--- config.mk ---
export PLATFORM = sky130hd
export DESIGN_NAME = esm_error_severity_map_bank
export DESIGN_NICKNAME = d
export VERILOG_FILES = /design/src/design/esm_error_severity_map_bank.v
export VERILOG_INCLUDE_DIRS = /design/src /design/src/include
export SDC_FILE = /design/constraint.sdc
export NUM_CORES = 1
export LEC_CHECK = 0
export BUFFER_PORTS_ARGS = -buffer_cell sky130_fd_sc_hd__buf_2
export CAP_MARGIN = 20
export CORE_MARGIN = 8
export CORE_UTILIZATION = 45
export CTS_CLUSTER_SIZE = 16
export DETAILED_ROUTE_END_ITERATION = 10
export HOLD_SLACK_MARGIN = 0.15
export PLACE_DENSITY_LB_ADDON = 0.3
export RECOVER_POWER = 50
export SLEW_MARGIN = 20
export SYNTH_ARGS = -nofsm -noshare
export SYNTH_HDL_FRONTEND = slang
export SYNTH_SLANG_ARGS = --single-unit
--- constraint.sdc ---
create_clock -name aclk -period 2.5 [get_ports aclk]
set_clock_uncertainty 0.1 [all_clocks]
set_input_delay 0.25 -clock aclk [delete_from_list [all_inputs] [get_ports aclk]]
set_output_delay 0.25 -clock aclk [all_outputs]
set_load 0.03 [all_outputs]
--- src/include/esm_regs.vh ---
`ifndef ESM_REGS_VH
`define ESM_REGS_VH

// Register byte offsets
`define ESM_CORE_OFS     8'h8C
`define ESM_MISC_OFS     8'h90
`define ESM_PCIE_OFS     8'h94
`define ESM_THERM_OFS    8'h98
`define ESM_ADDR_W       8

// Severity codes
`define ESM_SEV_COR      2'h0
`define ESM_SEV_REC      2'h1
`define ESM_SEV_FAT      2'h2
`define ESM_SEV_RSV      2'h3

// Thermal route codes
`define ESM_RT_ALERT     2'h1
`define ESM_RT_TRIP      2'h2

// Writable bit masks
`define ESM_CORE_MASK    32'h00003F00
`define ESM_MISC_MASK    32'h000000FF
`define ESM_PCIE_MASK    32'h0000003F
`define ESM_THERM_MASK   32'h0000FFFF

// Power-good defaults
`define ESM_CORE_RST     32'h00001500
`define ESM_MISC_RST     32'h00000000
`define ESM_PCIE_RST     32'h00000024
`define ESM_THERM_RST    32'h00000804

// Field low bit positions
`define ESM_CORE_FIFO    5'h0C
`define ESM_CORE_CA      5'h0A
`define ESM_CORE_MA      5'h08
`define ESM_MISC_PAR     5'h00
`define ESM_MISC_SMB     5'h02
`define ESM_MISC_JTAG    5'h04
`define ESM_MISC_VR      5'h06
`define ESM_PCIE_FAT     5'h04
`define ESM_PCIE_NF      5'h02
`define ESM_PCIE_COR     5'h00
`define ESM_TH_ALERT     5'h00
`define ESM_TH_MAX_TEMPERATURE_RECORD     5'h04
`define ESM_TH_CAT       5'h08
`define ESM_TH_THR       5'h0C
`define ESM_RT_OFS       5'h02

// Source indices on err_event
`define ESM_SRC_FIFO     0
`define ESM_SRC_CA       1
`define ESM_SRC_MA       2
`define ESM_SRC_PAR      3
`define ESM_SRC_SMB      4
`define ESM_SRC_JTAG     5
`define ESM_SRC_VR       6
`define ESM_SRC_PFAT     7
`define ESM_SRC_PNF      8
`define ESM_SRC_PCOR     9
`define ESM_SRC_TALERT   10
`define ESM_SRC_MAX_TEMPERATURE_RECORD    11
`define ESM_SRC_TCAT     12
`define ESM_SRC_THR      13
`define ESM_NSRC         14

// AXI responses
`define ESM_RESP_OKAY    2'h0
`define ESM_RESP_SLVERR  2'h2

`endif

--- src/design/esm_error_severity_map_bank.v ---
`include "esm_regs.vh"

// How it works
// - Severity codes: 00 cor, 01 rec, 10 fatal
// - Severity registers reset only by power-good loss; bus and event output registers reset by aresetn
// - Software writes any severity field
// - Errors reported with currently held severity
// - Core bits 13:12 FIFO error, default recoverable
// - Core bits 11:10 completer abort, default recoverable
// - Core bits 9:8 master abort, default recoverable
// - Misc bits 1:0 config parity, default correctable
// - Misc SMBus, JTAG, regulator fields default correctable
// - PCIe fatal mapped by bits 5:4, default 2
// - PCIe non-fatal mapped by bits 3:2, default 1
// - PCIe correctable mapped by bits 1:0, default 0
// - Thermal nibble: severity low, route high
// - Thermal alert bits 3:0, default 0100
// - Max temperature update bits 7:4, default 0
// - Catastrophic thermal bits 11:8, default 1000
// - Throttling history bits 15:12, default 0
// - Mapped severity steers downstream system event
module esm_error_severity_map_bank (
  input  wire                    aclk,
  input  wire                    aresetn,
  input  wire                    power_good_in,
  input  wire [`ESM_ADDR_W-1:0]  s_axi_awaddr,
  input  wire [2:0]              s_axi_awprot,
  input  wire                    s_axi_awvalid,
  output wire                    s_axi_awready,
  input  wire [31:0]             s_axi_wdata,
  input  wire [3:0]              s_axi_wstrb,
  input  wire                    s_axi_wvalid,
  output wire                    s_axi_wready,
  output reg  [1:0]              s_axi_bresp,
  output reg                     s_axi_bvalid,
  input  wire                    s_axi_bready,
  input  wire [`ESM_ADDR_W-1:0]  s_axi_araddr,
  input  wire [2:0]              s_axi_arprot,
  input  wire                    s_axi_arvalid,
  output wire                    s_axi_arready,
  output reg  [31:0]             s_axi_rdata,
  output reg  [1:0]              s_axi_rresp,
  output reg                     s_axi_rvalid,
  input  wire                    s_axi_rready,
  input  wire [`ESM_NSRC-1:0]    err_event,
  output reg  [`ESM_NSRC-1:0]    sev_valid,
  output reg  [2*`ESM_NSRC-1:0]  sev_code,
  output reg                     thermal_alert_out_n,
  output reg                     thermal_trip_out_n
);

  ////////////////////////////////////////////////////////////////////////
  // Helpers

  function [31:0] esm_merge;
    input [31:0] old_val;
    input [31:0] new_val;
    input [3:0]  strb;
    input [31:0] mask;
    integer i;
    reg [31:0] m;
    begin
      m = 32'h00000000;
      for (i = 0; i < 4; i = i + 1) begin
        m[8*i +: 8] = {8{strb[i]}};
      end
      m = m & mask;
      esm_merge = (old_val & ~m) | (new_val & m);
    end
  endfunction

  function [1:0] esm_field;
    input [31:0] r;
    input [4:0]  lo;
    begin
      esm_field = r[lo +: 2];
    end
  endfunction

  function [1:0] esm_route;
    input [31:0] r;
    input [4:0]  lo;
    begin
      esm_route = r[lo + `ESM_RT_OFS +: 2];
    end
  endfunction

  ////////////////////////////////////////////////////////////////////////
  // Register storage

  reg  [31:0] core_error_severity_reg;
  reg  [31:0] misc_error_severity_reg;
  reg  [31:0] pcie_error_severity_map_reg;
  reg  [31:0] thermal_error_severity_reg;

  reg                    aw_held_reg;
  reg  [`ESM_ADDR_W-1:0] aw_addr_reg;
  reg                    w_held_reg;
  reg  [31:0]            w_data_reg;
  reg  [3:0]             w_strb_reg;

  wire                   wr_go;
  wire [`ESM_ADDR_W-1:0] wr_addr;
  wire                   rd_go;
  wire                   wr_hit;
  wire                   rd_hit;

  assign s_axi_awready = ~aw_held_reg & ~s_axi_bvalid;
  assign s_axi_wready  = ~w_held_reg & ~s_axi_bvalid;
  assign s_axi_arready = ~s_axi_rvalid;

  assign wr_go   = aw_held_reg & w_held_reg & ~s_axi_bvalid;
  assign wr_addr = aw_addr_reg;
  assign rd_go   = s_axi_arvalid & s_axi_arready;

  function esm_hit;
    input [`ESM_ADDR_W-1:0] a;
    begin
      esm_hit = (a == `ESM_CORE_OFS) || (a == `ESM_MISC_OFS) ||
                (a == `ESM_PCIE_OFS) || (a == `ESM_THERM_OFS);
    end
  endfunction

  assign wr_hit = esm_hit(wr_addr);
  assign rd_hit = esm_hit(s_axi_araddr);

  ////////////////////////////////////////////////////////////////////////
  // Write channel capture

  always @(posedge aclk) begin
    if (!aresetn) begin
      aw_held_reg <= 1'b0;
      aw_addr_reg <= {`ESM_ADDR_W{1'b0}};
    end else if (s_axi_awvalid && s_axi_awready) begin
      aw_held_reg <= 1'b1;
      aw_addr_reg <= s_axi_awaddr;
    end else if (wr_go) begin
      aw_held_reg <= 1'b0;
    end
  end

  always @(posedge aclk) begin
    if (!aresetn) begin
      w_held_reg <= 1'b0;
      w_data_reg <= 32'h00000000;
      w_strb_reg <= 4'h0;
    end else if (s_axi_wvalid && s_axi_wready) begin
      w_held_reg <= 1'b1;
      w_data_reg <= s_axi_wdata;
      w_strb_reg <= s_axi_wstrb;
    end else if (wr_go) begin
      w_held_reg <= 1'b0;
    end
  end

  always @(posedge aclk) begin
    if (!aresetn) begin
      s_axi_bvalid <= 1'b0;
      s_axi_bresp  <= `ESM_RESP_OKAY;
    end else if (wr_go) begin
      s_axi_bvalid <= 1'b1;
      s_axi_bresp  <= wr_hit ? `ESM_RESP_OKAY : `ESM_RESP_SLVERR;
    end else if (s_axi_bvalid && s_axi_bready) begin
      s_axi_bvalid <= 1'b0;
    end
  end

  ////////////////////////////////////////////////////////////////////////
  // Next register values on a bus write

  reg  [31:0] core_error_severity_next;
  reg  [31:0] misc_error_severity_next;
  reg  [31:0] pcie_error_severity_map_next;
  reg  [31:0] thermal_error_severity_next;

  always @* begin
    core_error_severity_next     = core_error_severity_reg;
    misc_error_severity_next     = misc_error_severity_reg;
    pcie_error_severity_map_next = pcie_error_severity_map_reg;
    thermal_error_severity_next  = thermal_error_severity_reg;
    if (wr_go) begin
      case (wr_addr)
        `ESM_CORE_OFS: begin
          core_error_severity_next = esm_merge(core_error_severity_reg,
            w_data_reg, w_strb_reg, `ESM_CORE_MASK);
        end
        `ESM_MISC_OFS: begin
          misc_error_severity_next = esm_merge(misc_error_severity_reg,
            w_data_reg, w_strb_reg, `ESM_MISC_MASK);
        end
        `ESM_PCIE_OFS: begin
          pcie_error_severity_map_next = esm_merge(pcie_error_severity_map_reg,
            w_data_reg, w_strb_reg, `ESM_PCIE_MASK);
        end
        `ESM_THERM_OFS: begin
          thermal_error_severity_next = esm_merge(thermal_error_severity_reg,
            w_data_reg, w_strb_reg, `ESM_THERM_MASK);
        end
        default: begin
        end
      endcase
    end
  end

  ////////////////////////////////////////////////////////////////////////
  // Sticky severity registers

  always @(posedge aclk) begin
    if (!power_good_in) begin
      core_error_severity_reg     <= `ESM_CORE_RST;
      misc_error_severity_reg     <= `ESM_MISC_RST;
      pcie_error_severity_map_reg <= `ESM_PCIE_RST;
      thermal_error_severity_reg  <= `ESM_THERM_RST;
    end else begin
      core_error_severity_reg     <= core_error_severity_next;
      misc_error_severity_reg     <= misc_error_severity_next;
      pcie_error_severity_map_reg <= pcie_error_severity_map_next;
      thermal_error_severity_reg  <= thermal_error_severity_next;
    end
  end

  ////////////////////////////////////////////////////////////////////////
  // Read data selection

  wire [31:0] core_rd;
  wire [31:0] misc_rd;
  wire [31:0] pcie_rd;
  wire [31:0] therm_rd;

  assign core_rd  = core_error_severity_reg & `ESM_CORE_MASK;
  assign misc_rd  = misc_error_severity_reg & `ESM_MISC_MASK;
  assign pcie_rd  = pcie_error_severity_map_reg & `ESM_PCIE_MASK;
  assign therm_rd = thermal_error_severity_reg & `ESM_THERM_MASK;

  reg  [31:0] rd_data_next;
  reg  [1:0]  rd_resp_next;

  always @* begin
    rd_resp_next = rd_hit ? `ESM_RESP_OKAY : `ESM_RESP_SLVERR;
    case (s_axi_araddr)
      `ESM_CORE_OFS:  rd_data_next = core_rd;
      `ESM_MISC_OFS:  rd_data_next = misc_rd;
      `ESM_PCIE_OFS:  rd_data_next = pcie_rd;
      `ESM_THERM_OFS: rd_data_next = therm_rd;
      default:        rd_data_next = 32'h00000000;
    endcase
  end

  ////////////////////////////////////////////////////////////////////////
  // Read channel

  always @(posedge aclk) begin
    if (!aresetn) begin
      s_axi_rvalid <= 1'b0;
      s_axi_rdata  <= 32'h00000000;
      s_axi_rresp  <= `ESM_RESP_OKAY;
    end else if (rd_go) begin
      s_axi_rvalid <= 1'b1;
      s_axi_rresp  <= rd_resp_next;
      s_axi_rdata  <= rd_data_next;
    end else if (s_axi_rvalid && s_axi_rready) begin
      s_axi_rvalid <= 1'b0;
    end
  end

  ////////////////////////////////////////////////////////////////////////
  // Severity fields per source

  wire [1:0] sev_fifo;
  wire [1:0] sev_ca;
  wire [1:0] sev_ma;
  wire [1:0] sev_par;
  wire [1:0] sev_smb;
  wire [1:0] sev_jtag;
  wire [1:0] sev_vr;
  wire [1:0] sev_pfat;
  wire [1:0] sev_pnf;
  wire [1:0] sev_pcor;
  wire [1:0] sev_talert;
  wire [1:0] sev_max_temperature_record;
  wire [1:0] sev_tcat;
  wire [1:0] sev_thr;
  wire [1:0] rt_talert;
  wire [1:0] rt_max_temperature_record;
  wire [1:0] rt_tcat;
  wire [1:0] rt_thr;

  assign sev_fifo   = esm_field(core_error_severity_reg, `ESM_CORE_FIFO);
  assign sev_ca     = esm_field(core_error_severity_reg, `ESM_CORE_CA);
  assign sev_ma     = esm_field(core_error_severity_reg, `ESM_CORE_MA);
  assign sev_par    = esm_field(misc_error_severity_reg, `ESM_MISC_PAR);
  assign sev_smb    = esm_field(misc_error_severity_reg, `ESM_MISC_SMB);
  assign sev_jtag   = esm_field(misc_error_severity_reg, `ESM_MISC_JTAG);
  assign sev_vr     = esm_field(misc_error_severity_reg, `ESM_MISC_VR);
  assign sev_pfat   = esm_field(pcie_error_severity_map_reg, `ESM_PCIE_FAT);
  assign sev_pnf    = esm_field(pcie_error_severity_map_reg, `ESM_PCIE_NF);
  assign sev_pcor   = esm_field(pcie_error_severity_map_reg, `ESM_PCIE_COR);
  assign sev_talert = esm_field(thermal_error_severity_reg, `ESM_TH_ALERT);
  assign sev_max_temperature_record  = esm_field(thermal_error_severity_reg, `ESM_TH_MAX_TEMPERATURE_RECORD);
  assign sev_tcat   = esm_field(thermal_error_severity_reg, `ESM_TH_CAT);
  assign sev_thr    = esm_field(thermal_error_severity_reg, `ESM_TH_THR);
  assign rt_talert  = esm_route(thermal_error_severity_reg, `ESM_TH_ALERT);
  assign rt_max_temperature_record   = esm_route(thermal_error_severity_reg, `ESM_TH_MAX_TEMPERATURE_RECORD);
  assign rt_tcat    = esm_route(thermal_error_severity_reg, `ESM_TH_CAT);
  assign rt_thr     = esm_route(thermal_error_severity_reg, `ESM_TH_THR);

  ////////////////////////////////////////////////////////////////////////
  // Severity lookup per source

  reg [2*`ESM_NSRC-1:0] sev_map;
  reg                   alert_hit;
  reg                   trip_hit;

  always @* begin
    sev_map = {2*`ESM_NSRC{1'b0}};
    sev_map[2*`ESM_SRC_FIFO +: 2]   = sev_fifo;
    sev_map[2*`ESM_SRC_CA +: 2]     = sev_ca;
    sev_map[2*`ESM_SRC_MA +: 2]     = sev_ma;
    sev_map[2*`ESM_SRC_PAR +: 2]    = sev_par;
    sev_map[2*`ESM_SRC_SMB +: 2]    = sev_smb;
    sev_map[2*`ESM_SRC_JTAG +: 2]   = sev_jtag;
    sev_map[2*`ESM_SRC_VR +: 2]     = sev_vr;
    sev_map[2*`ESM_SRC_PFAT +: 2]   = sev_pfat;
    sev_map[2*`ESM_SRC_PNF +: 2]    = sev_pnf;
    sev_map[2*`ESM_SRC_PCOR +: 2]   = sev_pcor;
    sev_map[2*`ESM_SRC_TALERT +: 2] = sev_talert;
    sev_map[2*`ESM_SRC_MAX_TEMPERATURE_RECORD +: 2]  = sev_max_temperature_record;
    sev_map[2*`ESM_SRC_TCAT +: 2]   = sev_tcat;
    sev_map[2*`ESM_SRC_THR +: 2]    = sev_thr;
    alert_hit = 1'b0;
    trip_hit  = 1'b0;
    if (err_event[`ESM_SRC_TALERT]) begin
      alert_hit = alert_hit | (rt_talert == `ESM_RT_ALERT);
      trip_hit  = trip_hit | (rt_talert == `ESM_RT_TRIP);
    end
    if (err_event[`ESM_SRC_MAX_TEMPERATURE_RECORD]) begin
      alert_hit = alert_hit | (rt_max_temperature_record == `ESM_RT_ALERT);
      trip_hit  = trip_hit | (rt_max_temperature_record == `ESM_RT_TRIP);
    end
    if (err_event[`ESM_SRC_TCAT]) begin
      alert_hit = alert_hit | (rt_tcat == `ESM_RT_ALERT);
      trip_hit  = trip_hit | (rt_tcat == `ESM_RT_TRIP);
    end
    if (err_event[`ESM_SRC_THR]) begin
      alert_hit = alert_hit | (rt_thr == `ESM_RT_ALERT);
      trip_hit  = trip_hit | (rt_thr == `ESM_RT_TRIP);
    end
  end

  ////////////////////////////////////////////////////////////////////////
  // Event outputs

  always @(posedge aclk) begin
    if (!aresetn) begin
      sev_valid <= {`ESM_NSRC{1'b0}};
      sev_code  <= {2*`ESM_NSRC{1'b0}};
    end else begin
      sev_valid <= err_event;
      sev_code  <= sev_map;
    end
  end

  always @(posedge aclk) begin
    if (!aresetn) begin
      thermal_alert_out_n <= 1'b1;
      thermal_trip_out_n  <= 1'b1;
    end else begin
      thermal_alert_out_n <= ~alert_hit;
      thermal_trip_out_n  <= ~trip_hit;
    end
  end

endmodule

After elaboration in Yosys (flattened, before gate mapping)
Index checks and enable logic that the tools add are counted.
- bits in registers: 254
- input bits: 80
- output and inout port bits: 85
- logic and storage cells: 103
- equality and inequality tests: 16
- muxes and demuxes: 18
- bitwise gates (word level): 33
- reduce and logical (&&, ||, !) cells: 18
- operators with widths (cell ; number):
    $and A32 B32 Y32 ; 4
    $or A32 B32 Y32 ; 4
    $eq A8 B8 Y1 const B ; 8
    $pmux W16 S4 ; 1
    $and A32 B14 Y32 ; 1
    $and A32 B16 Y32 ; 1
    $and A32 B6 Y32 ; 1
    $and A32 B8 Y32 ; 1
    $not A14 Y32 ; 1
    $not A16 Y32 ; 1
    $not A6 Y32 ; 1
    $not A8 Y32 ; 1
    $mux W1 ; 15
    $eq A2 B1 Y1 const B ; 4
    $eq A2 B2 Y1 const B ; 4
    $reduce_and A2 Y1 ; 4
    $reduce_bool A2 Y1 ; 4
    $logic_or A1 B1 Y1 ; 6
    $not A1 Y1 ; 6
    $or A1 B1 Y1 ; 6
    $and A1 B1 Y1 ; 5
    $logic_and A1 B1 Y1 ; 4
    $mux W2 ; 2

Logic depth before layout (Yosys ltp)
- depth in word-level cells: 9
- depth in mapped cells: 6
- depth with buffers taken out: 3

Least setup slack after synthesis
No wires, ideal clock.
- path type: flip-flop to flip-flop
- start point: reg s_axi_bvalid
- end point: reg with a tool-made name
- setup time: 0.072 ns
- arrival: 1.684 ns
- data required time: 2.328 ns
- path slack: 0.644 ns
- stages on the path, launching flop included: 5
- path buffers: 1
- clock period less this slack: 1.856 ns
- cells stage by stage: dfxtp_1 -> clkbuf_1 -> nand4bb_1 -> nor4_4 -> mux2i_1
- RTL lines (item ; line ; RTL):
    start, declared ; esm_error_severity_map_bank.v:35 ; output reg s_axi_bvalid,
    start signal, assigned ; esm_error_severity_map_bank.v:158 ; s_axi_bvalid <= 1'b0;
    start signal, assigned ; esm_error_severity_map_bank.v:161 ; s_axi_bvalid <= 1'b1;
    start signal, assigned ; esm_error_severity_map_bank.v:164 ; s_axi_bvalid <= 1'b0;

Worst setup path after layout
- start point: reg s_axi_rvalid
- end point: reg s_axi_rdata[7]
- cells in the longest elaborated chain, start to end: 2
- RTL lines (item ; line ; RTL):
    start, declared ; esm_error_severity_map_bank.v:43 ; output reg s_axi_rvalid,
    start signal, assigned ; esm_error_severity_map_bank.v:254 ; s_axi_rvalid <= 1'b0;
    start signal, assigned ; esm_error_severity_map_bank.v:258 ; s_axi_rvalid <= 1'b1;
    start signal, assigned ; esm_error_severity_map_bank.v:262 ; s_axi_rvalid <= 1'b0;
    $not A1 Y1 ; esm_error_severity_map_bank.v:110 ; assign s_axi_arready = ~s_axi_rvalid;
    $and A1 B1 Y1 ; esm_error_severity_map_bank.v:114 ; assign rd_go = s_axi_arvalid & s_axi_arready;
    end signal, assigned ; esm_error_severity_map_bank.v:260 ; s_axi_rdata <= rd_data_next;
    end, declared ; esm_error_severity_map_bank.v:41 ; output reg [31:0] s_axi_rdata,
Every way passes these cells.
A chain may end at the register's enable or synchronous reset.

==> results by group <==
Place
  – Gpl congestion: 0.780
  – DP HPWL: 8790 um
  – PortBufs: 122
  – DP Area: 5510 um2
  – Placed instance count: 737

Worst setup path
  – CP Capture Type: register
  – Cell Chain, Critical Path: nor2b_1, nand4_1, o31ai_1, dlygate4sd3_1
  – Crit path max-delay cell type: dlygate4sd3_1
  – Delay-heaviest family, CP: simple AND/OR/NAND/NOR gates
  – Crit path launch: s_axi_rvalid
  – Worst Path Buf+Inv: 1
  – Worst R2R End: s_axi_rdata[7]
  – R2r setup slk: 0.42 ns
  – Critical Path End: s_axi_rdata[7]
  – Crit Path Max Fanout: 8
  – Reg2reg start: s_axi_rvalid
  – Required @ worst endpoint: 2.86 ns
  – Critical path's largest stage delay: 0.57 ns
  – CP Depth: 4
  – Setup CP Type: reg -> reg
  – CP startpoint kind: register
  – Reg2Reg Depth: 4
  – Crit path DAT: 2.44 ns

CTS
  – Worst-case clock buffer depth: 2
  – Worst-skew pair later-pin latency: 0.52 ns
  – Worst-path clk slew: 0.06 ns
  – Clk sinks: 128
  – Post CTS Setup Buffer Count: 0
  – CTS root buf: clkbuf_8
  – TritonCTS buffer count: 17
  – H-tree depth: 4
  – CTS tree: built

Floorplanning
  – Core ar.: 10700 um2
  – Die height: 120 um
  – I/O pins: 165
  – Rows: 38
  – Die width: 120 um
  – Initial Utilization: 45.4%
  – Die area: 14300 um2

Routing
  – DRT Pass-1 Iters: 5
  – Routed WL per cell: 15.1 um
  – DRC: 0
  – Vias per cell: 4.83
  – Via count: 3976
  – Final WL: 12500 um
  – Remaining antenna violation count after routing: 0
  – DRT iter0 DRCs: 200

Logic synthesis
  – Yosys warns: 0
  – Compound-cell area share of the yosys netlist: 8.93%
  – Mapped cell area: 4830 um2
  – Synth Area in XOR/XNOR: 0.362%
  – Synthesized area per cell: 9.79 um2
  – Largest family of logic cells by synthesized area: simple AND/OR/NAND/NOR gates
  – Ys flop type: dfxtp_1
  – Async SR Flop Fraction: 0%
  – Post-synthesis cell count: 494
  – Dominant cells by area after synthesis: dfxtp_1 53%, mux2i_1 9.3%, nand2_1 7.4%, and2_1 5.4%, buf_4 2.8%
  – Synth Area in Simple Gates: 21.8%
  – Post-synth cell types: 48
  – Post-synth EDFFs: 0
  – Post-synth top area share: 53.0%
  – Adder-Cell Fraction of Synth Area: 0%
  – Cell taking the most area after synthesis: dfxtp_1
  – Synth Register Bits: 128
  – Sequential-to-total area share from yosys stat: 53.0%
  – Multiplexer share of the synthesized area: 10.7%

Global routing
  – All-layer global routing usage: 17.6%
  – Largest net degree at the start of global routing: 51
  – Via count of the first global-routing pass: 4051
  – First-pass GRT wire length: 20400 um
  – Grt total ovfl: 0
  – Initial antenna violation count: 0

STA
  – Minimum clock period: 2.08 ns
  – Hold Slack: 0.167 ns
  – Unrepaired setup endpoints after global routing: no
  – Fin. Hold Viols: 0
  – Slew HR: 59.1%
  – Final setup vio count: 0
  – Final period util: 83.1%
  – Pins Over Slew Limit: 0
  – Max frequency: 481 MHz
  – Setup TNS: 0 ns
  – Worst Tran Pin Value: 0.608 ns

Finish
  – Nets@finish: 752
  – Area Overhead vs Synth: 35.8%
  – Fin cells: 824
  – # diodes: 0
  – Final instance area: 6570 um2
  – Layout cells sized above 1: 17.5%

Pwr
  – Peak supply drop: 0.370 mV
  – Pwr/cell area: 744 nW/um2
  – Pleak: 2.73 nW
  – Pwr Total: 4.89 mW

Run
  – Max Cap Viol: 0

Hold path
  – HP Class: in -> reg

Outcome
  – Status: complete, no violations
-- placed cells by master, fill, tap and decap left out, drive strengths merged, types with 4 or more instances in the layout --
cell type | Yosys | layout
inv | 4 | 4
nand2 | 95 | 95
clkbuf | 22 | 73
nand3b | 4 | 4
mux2i | 45 | 45
mux2 | 6 | 6
a211oi | 6 | 6
buf | 22 | 78
o21ai | 4 | 4
a21oi | 22 | 22
nor2 | 24 | 24
nand3 | 4 | 4
and2 | 42 | 42
conb | 1 | 18
dfxtp | 128 | 128
a22o | 14 | 14
clkinv | 0 | 6
nor2b | 5 | 5
nand2b | 8 | 8
a222oi | 6 | 6
dlygate4sd3 | 0 | 56
-- synthesized netlist by cell type, types with 2 or more instances --
master,count
nor2b_1,5
o31ai_1,2
clkbuf_1,22
o22ai_1,2
nand4_1,2
and4b_1,2
nand3_1,4
and2_1,42
nand2_1,95
a211oi_1,6
o21ai_0,4
buf_1,3
dfxtp_1,128
nor4b_1,2
mux2_2,6
nor4bb_1,2
a22o_1,14
mux2i_1,45
inv_1,3
a21oi_1,22
a222oi_1,6
nor2_1,24
nand2b_1,8
buf_4,18
nand3b_1,4
-- what timing repair did --
action / 4_1_cts / 5_1_grt
endpoints found under the setup margin: 0 / 0
gates resized for setup: 0 / 0
endpoints found under the hold margin: 64 / 0
hold buffers: 56 / 0
-- metal layers --
layer  up-vias  track usage (%)  part of all wire, %  routed length, um
met5         -                0                    0                  0
met4         0             7.26                  1.4                180
met3        14             5.92                  6.7                839
met2       129             28.0                   45               5610
met1      1826             21.5                   47               5830
li1       2007                -                    -                  -
-- worst min path at each step --
stage	startpoint	cells past startpoint	to
after global placement	w_data_reg[1]	2	w_data_reg[1]
after detailed placement	w_data_reg[4]	2	w_data_reg[4]
after floorplan	err_event[10]	1	sev_valid[10]
after global routing	s_axi_araddr[2]	3	s_axi_rdata[6]
final	s_axi_araddr[2]	3	s_axi_rdata[6]
after CTS	s_axi_araddr[2]	3	s_axi_rdata[6]
-- metrics by stage --
step	worst slack, ns	utilization, %
after floorplan	0.644	-
after global placement	0.587	51.7
after detailed placement	0.522	51.7
after CTS	0.450	62.3
after global routing	0.310	61.6
final	0.423	61.6
-- layout make-up --
type | instances | area (um2)
timing repair buffer | 186 | 1160
tap | 140 | 175
sequential | 128 | 2560
clock buffer | 21 | 449
inverter | 4 | 15.0
multi-input combinational | 335 | 2090
clock inverter | 10 | 113
fill | 900 | 4090
-- power breakdown --
group | switching [mW] | internal [mW] | total (mW)
registers | 0.0385 | 2.10 | 2.13
clock network | 0.854 | 1.46 | 2.31
logic | 0.262 | 0.178 | 0.439
total | 1.15 | 3.73 | 4.89
-- worst reg2reg max path, delay by kind of cell, from the launching register on --
| family | cells | cell delay (ns) |
|---|---|---|
| buf+inv | 1 | 0.57 |
| simple gates | 2 | 0.66 |
| flops | 1 | 0.36 |
| compound gates | 1 | 0.34 |
-- cells by family after synthesis --
kind of cell	Yosys count
simple gates	203
other cells	1
mux	51
compound gates	61
xor+xnor	2
buf+inv	48
flops	128
Power figures use the tool's default switching activity.
